File: config.mk
export PLATFORM = sky130hd
export DESIGN_NAME = mdu_uart
export DESIGN_NICKNAME = d
export VERILOG_FILES = /design/src/rtl/mdu_pkg.sv /design/src/rtl/mdu_fifo.sv /design/src/rtl/mdu_uart.sv
export VERILOG_INCLUDE_DIRS = /design/src /design/src/rtl
export SDC_FILE = /design/constraint.sdc
export NUM_CORES = 1
export LEC_CHECK = 0
export BUFFER_PORTS_ARGS = -buffer_cell sky130_fd_sc_hd__buf_2
export CAP_MARGIN = 15
export CORE_UTILIZATION = 35
export DETAILED_ROUTE_END_ITERATION = 10
export PLACE_DENSITY = 0.61
export SLEW_MARGIN = 0
export SYNTH_ARGS = -nofsm -noshare
export SYNTH_HDL_FRONTEND = slang
export SYNTH_HIERARCHICAL = 1
export SYNTH_SLANG_ARGS = --single-unit
File: constraint.sdc
create_clock -name clk_sys -period 3.48 [get_ports clk_sys]
set_clock_uncertainty 0.2 [all_clocks]
set_input_delay 0.522 -clock clk_sys [delete_from_list [all_inputs] [get_ports clk_sys]]
set_output_delay 0.522 -clock clk_sys [all_outputs]
set_load 0.05 [all_outputs]
File: src/rtl/mdu_defines.svh
// Constants for the modem serial port block.
`ifndef MDU_DEFINES_SVH
`define MDU_DEFINES_SVH
`define MDU_CLK_HZ        10000000
`define MDU_BAUD_DEFAULT  115200
`define MDU_DATA_BITS     8
`define MDU_FIFO_DEPTH    8
`define MDU_LINE_IDLE     1'b1
`define MDU_START_LEVEL   1'b0
`define MDU_STOP_LEVEL    1'b1
`endif

File: src/rtl/mdu_pkg.sv
// Types shared by the modem serial port block.
package mdu_pkg;
  typedef enum logic [1:0] {MDU_IDLE, MDU_START, MDU_DATA, MDU_STOP} mdu_state_t;
  // Pin function selector: serial use or general-purpose I/O.
  typedef enum logic {MDU_FN_UART, MDU_FN_GPIO} mdu_fn_t;
endpackage

File: src/rtl/mdu_fifo.sv
// Parameterised synchronous FIFO with valid/ready on both sides.
`timescale 1ns/1ns
module mdu_fifo #(
  parameter int WIDTH = 8,
  parameter int DEPTH = 8
) (
  input  wire logic             clk_sys,  // System clock
  input  wire logic             reset_n,  // Synchronous reset
  input  wire logic [WIDTH-1:0] in_data,  // Write data
  input  wire logic             in_valid, // Write request
  output logic                  in_ready, // Not full
  output logic      [WIDTH-1:0] out_data, // Read data
  output logic                  out_valid,// Not empty
  input  wire logic             out_ready // Read accept
);
  localparam int AW = (DEPTH > 1) ? $clog2(DEPTH) : 1;
  logic [WIDTH-1:0] mem [DEPTH];
  logic [AW-1:0]    wr_ptr;
  logic [AW-1:0]    rd_ptr;
  logic [AW:0]      count;
  logic             do_wr;
  logic             do_rd;

  function automatic logic [AW-1:0] ptr_inc(input logic [AW-1:0] p);
    ptr_inc = (p == AW'(DEPTH - 1)) ? '0 : p + 1'b1;
  endfunction

  assign in_ready  = (count != (AW+1)'(DEPTH));
  assign out_valid = (count != '0);
  assign out_data  = mem[rd_ptr];
  assign do_wr     = in_valid && in_ready;
  assign do_rd     = out_valid && out_ready;

  always_ff @(posedge clk_sys)
  begin
    if (do_wr)
    begin
      mem[wr_ptr] <= in_data;
    end
  end

  always_ff @(posedge clk_sys)
  begin
    if (!reset_n)
    begin
      wr_ptr <= '0;
      rd_ptr <= '0;
      count  <= '0;
    end
    else
    begin
      if (do_wr)
      begin
        wr_ptr <= ptr_inc(wr_ptr);
      end
      if (do_rd)
      begin
        rd_ptr <= ptr_inc(rd_ptr);
      end
      if (do_wr && !do_rd)
      begin
        count <= count + 1'b1;
      end
      else if (do_rd && !do_wr)
      begin
        count <= count - 1'b1;
      end
    end
  end
endmodule // mdu_fifo

File: src/rtl/mdu_uart.sv
// Main and auxiliary modem serial ports with modem control lines.
//
// Overview of operation
// Main port has data lines plus carrier, ready, set-ready, RTS, CTS, ring.
// Pins use plain, non-inverted logic; any inversion is external.
// Device drives serial data out on its transmit pin toward the host.
// Device samples host serial data on its receive input pin.
// Carrier-detect output shows whether a carrier is present.
// Host drives terminal-ready; device takes it as host readiness.
// Set-ready output asserts while the module is ready.
// Host request-to-send gates the device transmitter.
// Clear-to-send output tells the host whether it may send.
// Ring-indicator output signals an incoming call.
// Carrier, terminal, set-ready and ring pins may become GPIO by command.
// Terminal-ready held low keeps port and module out of low power.
// Terminal-ready reads high when the pin is left open.
// A host using only data lines must use software flow control.
// Auxiliary port has only transmit and receive data lines.
// Auxiliary pins are shared with SPI; only one function active.
// Frames are start low, data LSB first, stop high.
`timescale 1ns/1ns
`include "mdu_defines.svh"
module mdu_uart #(
  parameter int CLK_HZ = `MDU_CLK_HZ,
  parameter int BAUD   = `MDU_BAUD_DEFAULT,
  parameter int DBITS  = `MDU_DATA_BITS,
  parameter int DEPTH  = `MDU_FIFO_DEPTH
) (
  input  wire logic             clk_sys,          // 10 MHz system clock
  input  wire logic             reset_n,          // Synchronous reset
  input  wire logic [DBITS-1:0] tx_data,          // Byte to send to host
  input  wire logic             tx_valid,         // Byte offered
  output logic                  tx_ready,         // Transmit FIFO has room
  output logic      [DBITS-1:0] rx_data,          // Byte received
  output logic                  rx_valid,         // One-cycle receive pulse
  output logic                  rx_frame_err,     // One-cycle bad stop pulse
  input  wire logic             rx_room,          // User can take data
  input  wire logic             carrier_present,  // Carrier state
  input  wire logic             module_ready,     // Module is ready
  input  wire logic             ring_active,      // Incoming call
  input  wire logic             low_power_req,    // Wish to sleep
  output logic                  low_power_ok,     // Sleep allowed
  output logic                  host_ready,       // Host terminal ready
  input  wire logic [3:0]       gpio_sel,         // Per-pin GPIO select
  input  wire logic [3:0]       gpio_out,         // GPIO output values
  output logic      [3:0]       gpio_in,          // GPIO sampled terminal-ready pin in bit 1, others zero
  input  wire logic             uart_tx_pin_in,   // Unused readback
  output logic                  uart_tx_pin,      // Main transmit pin
  input  wire logic             uart_rx_pin,      // Main receive pin
  output logic                  carrier_detect_out,// Carrier pin
  input  wire logic             dtr_pin_i,        // Terminal-ready pin in
  output logic                  dtr_pin_o,        // Terminal-ready pin out
  output logic                  dtr_pin_oe,       // Terminal-ready drive
  output logic                  dsr_pin,          // Set-ready pin
  input  wire logic             rts_pin,          // Request-to-send pin
  output logic                  cts_pin,          // Clear-to-send pin
  output logic                  ring_indicate_out,// Ring pin
  input  wire logic             spi_select,       // Aux pins owned by SPI
  input  wire logic             spi_mosi,         // SPI master out
  output logic                  spi_miso,         // SPI master in
  input  wire logic [DBITS-1:0] aux_tx_data,      // Aux byte to send
  input  wire logic             aux_tx_valid,     // Aux byte offered
  output logic                  aux_tx_ready,     // Aux transmitter idle
  output logic      [DBITS-1:0] aux_rx_data,      // Aux byte received
  output logic                  aux_rx_valid,     // Aux receive pulse
  output logic                  aux_tx_pin,       // Aux transmit pin
  input  wire logic             aux_rx_pin        // Aux receive pin
);
  localparam int DIV = (CLK_HZ / BAUD) < 1 ? 1 : CLK_HZ / BAUD;
  localparam int CW  = $clog2(DIV + 1);
  localparam int BW  = $clog2(DBITS + 1);

  ////////////////////////////////////////////////////////////////////////////
  // Pin synchronisers: three stages, a change counts when two and three agree.
  logic [2:0] s_rx, s_dtr, s_rts, s_aux;
  logic       f_rx, f_dtr, f_rts, f_aux;

  function automatic logic filt(input logic [2:0] s, input logic prev);
    filt = (s[1] == s[2]) ? s[2] : prev;
  endfunction

  always_ff @(posedge clk_sys)
  begin
    if (!reset_n)
    begin
      s_rx  <= {3{`MDU_LINE_IDLE}};
      s_dtr <= 3'h7;
      s_rts <= 3'h0;
      s_aux <= {3{`MDU_LINE_IDLE}};
      f_rx  <= `MDU_LINE_IDLE;
      f_dtr <= 1'b1;
      f_rts <= 1'b0;
      f_aux <= `MDU_LINE_IDLE;
    end
    else
    begin
      // sample rx
      s_rx  <= {s_rx[1:0], uart_rx_pin};
      s_dtr <= {s_dtr[1:0], dtr_pin_i};
      s_rts <= {s_rts[1:0], rts_pin};
      s_aux <= {s_aux[1:0], aux_rx_pin};
      f_rx  <= filt(s_rx, f_rx);
      f_dtr <= filt(s_dtr, f_dtr);
      f_rts <= filt(s_rts, f_rts);
      f_aux <= filt(s_aux, f_aux);
    end
  end

  ////////////////////////////////////////////////////////////////////////////
  // Terminal-ready and low power. An open pin is pulled high by the pad.
  // host readiness
  assign host_ready = !gpio_sel[1] && f_dtr;
  // low blocks sleep
  assign low_power_ok = low_power_req && (gpio_sel[1] || f_dtr);
  assign dtr_pin_oe = gpio_sel[1];
  assign dtr_pin_o  = gpio_out[1];
  // floating reads high
  assign gpio_in = {1'b0, 1'b0, f_dtr, 1'b0};

  ////////////////////////////////////////////////////////////////////////////
  // Modem status outputs, registered, non-inverted polarity.
  // status pins
  always_ff @(posedge clk_sys)
  begin
    if (!reset_n)
    begin
      carrier_detect_out <= 1'b0;
      dsr_pin            <= 1'b0;
      ring_indicate_out  <= 1'b0;
      cts_pin            <= 1'b0;
    end
    else
    begin
      carrier_detect_out <= gpio_sel[0] ? gpio_out[0] : carrier_present;
      dsr_pin            <= gpio_sel[2] ? gpio_out[2] : module_ready;
      ring_indicate_out  <= gpio_sel[3] ? gpio_out[3] : ring_active;
      // clear to send
      cts_pin            <= rx_room;
    end
  end

  ////////////////////////////////////////////////////////////////////////////
  // Transmit FIFO and main transmitter.
  logic [DBITS-1:0] q_data;
  logic             q_valid, q_ready;

  mdu_fifo #(.WIDTH(DBITS), .DEPTH(DEPTH)) u_txq (
    .clk_sys  (clk_sys),
    .reset_n  (reset_n),
    .in_data  (tx_data),
    .in_valid (tx_valid),
    .in_ready (tx_ready),
    .out_data (q_data),
    .out_valid(q_valid),
    .out_ready(q_ready)
  );

  mdu_pkg::mdu_state_t tx_st;
  logic [CW-1:0]    tx_cnt;
  logic [BW-1:0]    tx_bit;
  logic [DBITS-1:0] tx_sh;

  // RTS gates start
  assign q_ready = (tx_st == mdu_pkg::MDU_IDLE) && f_rts;

  // transmit framing
  always_ff @(posedge clk_sys)
  begin
    if (!reset_n)
    begin
      tx_st       <= mdu_pkg::MDU_IDLE;
      tx_cnt      <= '0;
      tx_bit      <= '0;
      tx_sh       <= '0;
      uart_tx_pin <= `MDU_LINE_IDLE;
    end
    else
    begin
      case (tx_st)
        mdu_pkg::MDU_IDLE:
        begin
          uart_tx_pin <= `MDU_LINE_IDLE;
          if (q_valid && q_ready)
          begin
            tx_sh       <= q_data;
            tx_cnt      <= CW'(DIV - 1);
            uart_tx_pin <= `MDU_START_LEVEL;
            tx_st       <= mdu_pkg::MDU_START;
          end
        end
        default:
        begin
          if (tx_cnt != '0)
          begin
            tx_cnt <= tx_cnt - 1'b1;
          end
          else
          begin
            tx_cnt <= CW'(DIV - 1);
            if (tx_st == mdu_pkg::MDU_STOP)
            begin
              tx_st       <= mdu_pkg::MDU_IDLE;
              uart_tx_pin <= `MDU_LINE_IDLE;
            end
            else if (tx_st == mdu_pkg::MDU_START || tx_bit != BW'(DBITS))
            begin
              uart_tx_pin <= tx_sh[0];
              tx_sh       <= tx_sh >> 1;
              tx_bit      <= tx_bit + 1'b1;
              tx_st       <= mdu_pkg::MDU_DATA;
            end
            else
            begin
              uart_tx_pin <= `MDU_STOP_LEVEL;
              tx_bit      <= '0;
              tx_st       <= mdu_pkg::MDU_STOP;
            end
          end
        end
      endcase
    end
  end

  ////////////////////////////////////////////////////////////////////////////
  // Main receiver: centre-sampled, frame error on a low stop bit.
  mdu_pkg::mdu_state_t rx_st;
  logic [CW-1:0]    rx_cnt;
  logic [BW-1:0]    rx_bit;
  logic [DBITS-1:0] rx_sh;

  // receive framing
  always_ff @(posedge clk_sys)
  begin
    if (!reset_n)
    begin
      rx_st        <= mdu_pkg::MDU_IDLE;
      rx_cnt       <= '0;
      rx_bit       <= '0;
      rx_sh        <= '0;
      rx_data      <= '0;
      rx_valid     <= 1'b0;
      rx_frame_err <= 1'b0;
    end
    else
    begin
      rx_valid     <= 1'b0;
      rx_frame_err <= 1'b0;
      case (rx_st)
        mdu_pkg::MDU_IDLE:
        begin
          if (f_rx == `MDU_START_LEVEL)
          begin
            rx_cnt <= CW'(DIV / 2);
            rx_st  <= mdu_pkg::MDU_START;
          end
        end
        default:
        begin
          if (rx_cnt != '0)
          begin
            rx_cnt <= rx_cnt - 1'b1;
          end
          else
          begin
            rx_cnt <= CW'(DIV - 1);
            if (rx_st == mdu_pkg::MDU_START)
            begin
              // A start bit shorter than half a bit is a glitch.
              rx_st <= (f_rx == `MDU_START_LEVEL) ? mdu_pkg::MDU_DATA
                                                  : mdu_pkg::MDU_IDLE;
              rx_bit <= '0;
            end
            else if (rx_st == mdu_pkg::MDU_DATA)
            begin
              rx_sh  <= {f_rx, rx_sh[DBITS-1:1]};
              rx_bit <= rx_bit + 1'b1;
              if (rx_bit == BW'(DBITS - 1))
              begin
                rx_st <= mdu_pkg::MDU_STOP;
              end
            end
            else
            begin
              rx_st <= mdu_pkg::MDU_IDLE;
              if (f_rx == `MDU_STOP_LEVEL)
              begin
                rx_data  <= rx_sh;
                rx_valid <= 1'b1;
              end
              else
              begin
                rx_frame_err <= 1'b1;
              end
            end
          end
        end
      endcase
    end
  end

  ////////////////////////////////////////////////////////////////////////////
  // Auxiliary port: data lines only, pins shared with the SPI master.
  // Built as a second small transmit/receive pair sharing the bit timing.
  logic [CW-1:0]      ax_cnt;
  logic [BW+1:0]      ax_bit;
  logic [DBITS+1:0]   ax_sh;
  logic               ax_uart_tx;
  logic [CW-1:0]      ar_cnt;
  logic [BW+1:0]      ar_bit;
  logic [DBITS:0]     ar_sh;
  logic               aux_rx_in;

  // pin sharing
  assign aux_tx_pin   = spi_select ? spi_mosi : ax_uart_tx;
  assign spi_miso     = spi_select ? aux_rx_pin : 1'b0;
  assign aux_rx_in    = spi_select ? `MDU_LINE_IDLE : f_aux;
  assign aux_tx_ready = !spi_select && (ax_bit == '0) && (ax_cnt == '0);

  // aux transmit
  always_ff @(posedge clk_sys)
  begin
    if (!reset_n)
    begin
      ax_cnt     <= '0;
      ax_bit     <= '0;
      ax_sh      <= '1;
      ax_uart_tx <= `MDU_LINE_IDLE;
    end
    // The stop bit runs its full count before the next start is taken.
    else if (ax_cnt != '0)
    begin
      ax_cnt <= ax_cnt - 1'b1;
    end
    else if (ax_bit == '0)
    begin
      ax_uart_tx <= `MDU_LINE_IDLE;
      if (aux_tx_valid && aux_tx_ready)
      begin
        ax_sh  <= {`MDU_STOP_LEVEL, aux_tx_data, `MDU_START_LEVEL};
        ax_bit <= (BW+2)'(DBITS + 2);
        ax_cnt <= '0;
      end
    end
    else
    begin
      ax_uart_tx <= ax_sh[0];
      ax_sh      <= {1'b1, ax_sh[DBITS+1:1]};
      ax_bit     <= ax_bit - 1'b1;
      ax_cnt     <= CW'(DIV - 1);
    end
  end

  // aux receive
  always_ff @(posedge clk_sys)
  begin
    if (!reset_n)
    begin
      ar_cnt       <= '0;
      ar_bit       <= '0;
      ar_sh        <= '0;
      aux_rx_data  <= '0;
      aux_rx_valid <= 1'b0;
    end
    else
    begin
      aux_rx_valid <= 1'b0;
      if (ar_bit == '0)
      begin
        if (aux_rx_in == `MDU_START_LEVEL)
        begin
          ar_cnt <= CW'(DIV / 2);
          ar_bit <= (BW+2)'(DBITS + 2);
        end
      end
      else if (ar_cnt != '0)
      begin
        ar_cnt <= ar_cnt - 1'b1;
      end
      else
      begin
        ar_cnt <= CW'(DIV - 1);
        ar_bit <= ar_bit - 1'b1;
        if (ar_bit != (BW+2)'(DBITS + 2))
        begin
          ar_sh <= {aux_rx_in, ar_sh[DBITS:1]};
        end
        if (ar_bit == (BW+2)'(1) && aux_rx_in == `MDU_STOP_LEVEL)
        begin
          aux_rx_data  <= ar_sh[DBITS:1];
          aux_rx_valid <= 1'b1;
        end
      end
    end
  end
endmodule // mdu_uart

==> flow_metrics.tcl <==
set metrics [dict create \
    cts_buffer_depth 3 \
    worst_r2r_endpoint "u_txq/count[3]" \
    achievable-frequency_mhz 342 \
    worst_r2r_start "u_txq/count[1]" \
    synth_area_per_cell_um2 11.1 \
    most_used_dff_post_synth "sky130_fd_sc_hd__dfxtp_1" \
    drc_violation_count_after_routing 0 \
    max-cap-violations 0 \
    route.detailed.vias_per_inst 5.04 \
    gp_routability_congestion 0.776 \
    signal_arrival_time_at_the_worst_endpoint_ps 2210 \
    finalHoldViolations 0 \
    r2r_setup_slack_ps 670 \
    dp_hpwl_um 11000 \
    detailedPlace.worstSlack_ps 699 \
    area_overhead_vs_synth_pct 15.2 \
    drtAntennaViolNets 0 \
    crit_path_end_kind "output port" \
    total_power_w 0.00693 \
    setup_viol_count_final 0 \
    grt_antenna_before_repair 0 \
    post_route_cells_drive_above_1_share_pct 17.5 \
    worst_path_dominant_cell_family "simple AND/OR/NAND/NOR gates" \
    worstHoldPathCells 2 \
    cell_by_cell_listing_of_the_critical_path "nor4_1, buf_4, nand2_1, nor3_1, buf_2" \
    clkLatencyLatePin_ps 510 \
    run_status "finished, final reports clean" \
    synth_seq_cells 203 \
    design.final.nets 952 \
    setup_slack_ps 552 \
    cellPowerDensity_nw_per_um2 664 \
    die_w_um 163 \
    fin_crit_sh_pct 84.1 \
    number_of_vias_in_the_routed_layout 6190 \
    path_depth 5 \
    grt_first_pass_wirelength_um 28400 \
    worst_case_headroom_to_the_max_slew_limit_pct 39.4 \
    holdPathEnd "s_aux[0]" \
    postSynth.asyncResetShare_pct 0 \
    finalWorstPathRequiredPeriod_ps 2930 \
    die_area_um2 26500 \
    critPathMaxStageDelay_ps 340 \
    final.hold.worst_slack_ps 17.7 \
    totalNegativeSetupSlack_ps 0 \
    cts-htree-levels 1 \
    antenna-diode-count 0 \
    global_route.overflow_total 0 \
    clk_transition_reported_paths_ps 60 \
    grt_use_total_pct 13.1 \
    critPathBufInv 2 \
    yosysSeqAreaShare_pct 51.9 \
    final_count_of_pins_violating_max_slew 0 \
    largest_net_degree_at_the_start_of_global_routing 65 \
    initial_core_util_pct 35.9 \
    synth_enable_flop_cells 64 \
    cp_data_required_time_ps 2760 \
    worst_hold_path_type "input pin to flop" \
    startpoint_type "flop" \
    wl_per_cell_um 14.1 \
    clock-sinks 203 \
    syn_area_um2 9060 \
    via_count_of_the_first_global_routing_pass 5788 \
    rsz0062_at_grt "no" \
    firstDrtPassIters 4 \
    crit_path_max_fanout 13 \
    drt_iter0_markers 318 \
    synthesis.yosys.warnings 6 \
    vdd_drop_max_v 0.000453 \
    slew_at_the_pin_with_the_worst_max_slew_slack_ps 904 \
    tritoncts.num_buffers 23 \
    drt-total-wl_um 17400 \
    clock_tree_from_tritoncts "yes" \
    die_y_um 163 \
    core-area_um2 25300 \
    port-buffer-count 69 \
    critical_path_class "flop to output port" \
    postSynthCellCount 819 \
    post_synth_num_cell_types 73 \
    leakage_power_nw 4.20 \
    cts.root.buffer_cell "sky130_fd_sc_hd__clkbuf_16" \
    timing.hold.worst.start "aux_rx_pin" \
    critical_path.slowest_cell "sky130_fd_sc_hd__dfxtp_1" \
    core.rowCount 58 \
    i_o_pin_total 76 \
    ff2ff_path_depth 10 \
]
cell type report:
cell class	count	area (um^2)
clock buffers	30	632
multi-input cells	539	3990
repair buffers	85	473
well taps	330	413
flip-flops and latches	203	4700
inverters	30	113
fillers	2405	14800
clock inverters	12	118
power by group:
| group | leakage (nW) | total (W) | switching [W] | internal, W |
|---|---|---|---|---|
| clock network | 0.369 | 0.00239 | 0.000958 | 0.00143 |
| logic | 2.12 | 0.00173 | 0.00108 | 0.000645 |
| registers | 1.71 | 0.00281 | 0.000167 | 0.00265 |
| total | 4.20 | 0.00693 | 0.00221 | 0.00472 |
per-layer routing:
| layer | wire, um | GRT usage (%) |
|---|---|---|
| met5 | 0 | 0 |
| met4 | 368 | 4.33 |
| met3 | 674 | 2.32 |
| met2 | 7940 | 21.7 |
| met1 | 8390 | 17.2 |
synth_stat cells, types with 2 or more instances:
library cell                  n  area (um^2)
sky130_fd_sc_hd__clkbuf_1    26         97.6
sky130_fd_sc_hd__a31oi_1      8         50.1
sky130_fd_sc_hd__a21oi_1     45          225
sky130_fd_sc_hd__a211o_1      4         35.0
sky130_fd_sc_hd__nor3_1      22          110
sky130_fd_sc_hd__nand3b_1     7         52.6
sky130_fd_sc_hd__dfxtp_1    139         2780
sky130_fd_sc_hd__a21boi_0     6         45.0
sky130_fd_sc_hd__a311oi_1     4         35.0
sky130_fd_sc_hd__a21o_1       3         22.5
sky130_fd_sc_hd__nand3_1     28          140
sky130_fd_sc_hd__a211oi_1     6         45.0
sky130_fd_sc_hd__xnor2_1      4         35.0
sky130_fd_sc_hd__o21ai_0     42          210
sky130_fd_sc_hd__nor4_1      11         68.8
sky130_fd_sc_hd__nor2_1      36          135
sky130_fd_sc_hd__nor4_2       3         37.5
sky130_fd_sc_hd__mux2i_1     46          460
sky130_fd_sc_hd__or4b_4       2         27.5
sky130_fd_sc_hd__buf_6        3         33.8
sky130_fd_sc_hd__nor3b_1      3         22.5
sky130_fd_sc_hd__edfxtp_1    64         1920
sky130_fd_sc_hd__or4_1        5         37.5
sky130_fd_sc_hd__buf_4        6         45.0
sky130_fd_sc_hd__o311a_1      4         40.0
sky130_fd_sc_hd__o31ai_1      2         15.0
sky130_fd_sc_hd__inv_1       29          109
sky130_fd_sc_hd__or3_1       12         75.1
sky130_fd_sc_hd__nor4b_1      2         17.5
sky130_fd_sc_hd__mux2_2      16          180
sky130_fd_sc_hd__and2_1      13         81.3
sky130_fd_sc_hd__and3_1      11         68.8
sky130_fd_sc_hd__a32o_1       2         20.0
sky130_fd_sc_hd__o21a_1       9         67.6
sky130_fd_sc_hd__buf_1        4         15.0
sky130_fd_sc_hd__nor2b_1      5         31.3
sky130_fd_sc_hd__ha_1        29          363
sky130_fd_sc_hd__a311o_1      2         20.0
sky130_fd_sc_hd__nand2b_1    17          106
sky130_fd_sc_hd__buf_2        7         35.0
sky130_fd_sc_hd__mux4_1      15          394
sky130_fd_sc_hd__nand2_1     76          285
sky130_fd_sc_hd__clkbuf_8     2         27.5
sky130_fd_sc_hd__a2111oi_0    9         78.8
sky130_fd_sc_hd__or2_2        2         12.5
through the flow:
stage / utilization (%) / instances / area, um^2
finish: 41.3 / 1229 / 10400
global placement: 38.3 / 1185 / 9670
floorplan: - / 821 / 9070
global route: 41.3 / 1229 / 10400
CTS: 41.3 / 1229 / 10400
detailed placement: 38.3 / 1185 / 9670
worst max path at each step:
stage | from | to
floorplan | ax_cnt[0] | aux_tx_ready
global route | ax_bit[0] | aux_tx_ready
finish | ax_bit[2] | aux_tx_ready
detailed placement | u_txq/count[1] | u_txq/count[3]
CTS | ax_bit[2] | aux_tx_ready
global placement | u_txq/count[1] | u_txq/count[3]
sequential cells by signal, summed over array words and instances, names as in the netlist, 8 cells and up, named ones only:
register	cells
rx_sh	8
aux_rx_data	8
rx_data	8
ar_sh	8
ax_sh	9
u_txq/mem	64
tx_sh	8
cells by family (layout without fill, tap and decap cells):
kind of cell | count (synthesis) | after routing | share of synthesized area (%)
compound gates | 157 | 157 | 11.5
xor+xnor | 5 | 5 | 0.483
fa+ha+maj | 30 | 30 | 4.23
buf+inv | 79 | 157 | 4.27
flops | 203 | 203 | 51.9
mux | 78 | 78 | 11.7
other cells | 1 | 3 | 0.0414
simple gates | 266 | 266 | 15.9
repair_timing:
| item | CTS | global route |
|---|---|---|
| endpoints found under the hold margin | 2 | 0 |
| gates resized for setup | 0 | 0 |
| buffers inserted | 0 | 0 |
| hold buffers | 2 | 0 |
layout by cell type, fill, tap and decap left out, types with 16 or more instances in the layout:
master and n:
sky130_fd_sc_hd__dfxtp_1 139, sky130_fd_sc_hd__nand2_1 76, sky130_fd_sc_hd__buf_2 68, sky130_fd_sc_hd__edfxtp_1 64, sky130_fd_sc_hd__mux2i_1 46, sky130_fd_sc_hd__a21oi_1 45, sky130_fd_sc_hd__o21ai_0 42, sky130_fd_sc_hd__nor2_1 36
sky130_fd_sc_hd__ha_1 29, sky130_fd_sc_hd__inv_1 28, sky130_fd_sc_hd__nand3_1 28, sky130_fd_sc_hd__clkbuf_16 23, sky130_fd_sc_hd__nor3_1 20, sky130_fd_sc_hd__nand2b_1 17, sky130_fd_sc_hd__mux2_2 16
Note: power is estimated with default switching activity, not from simulation.
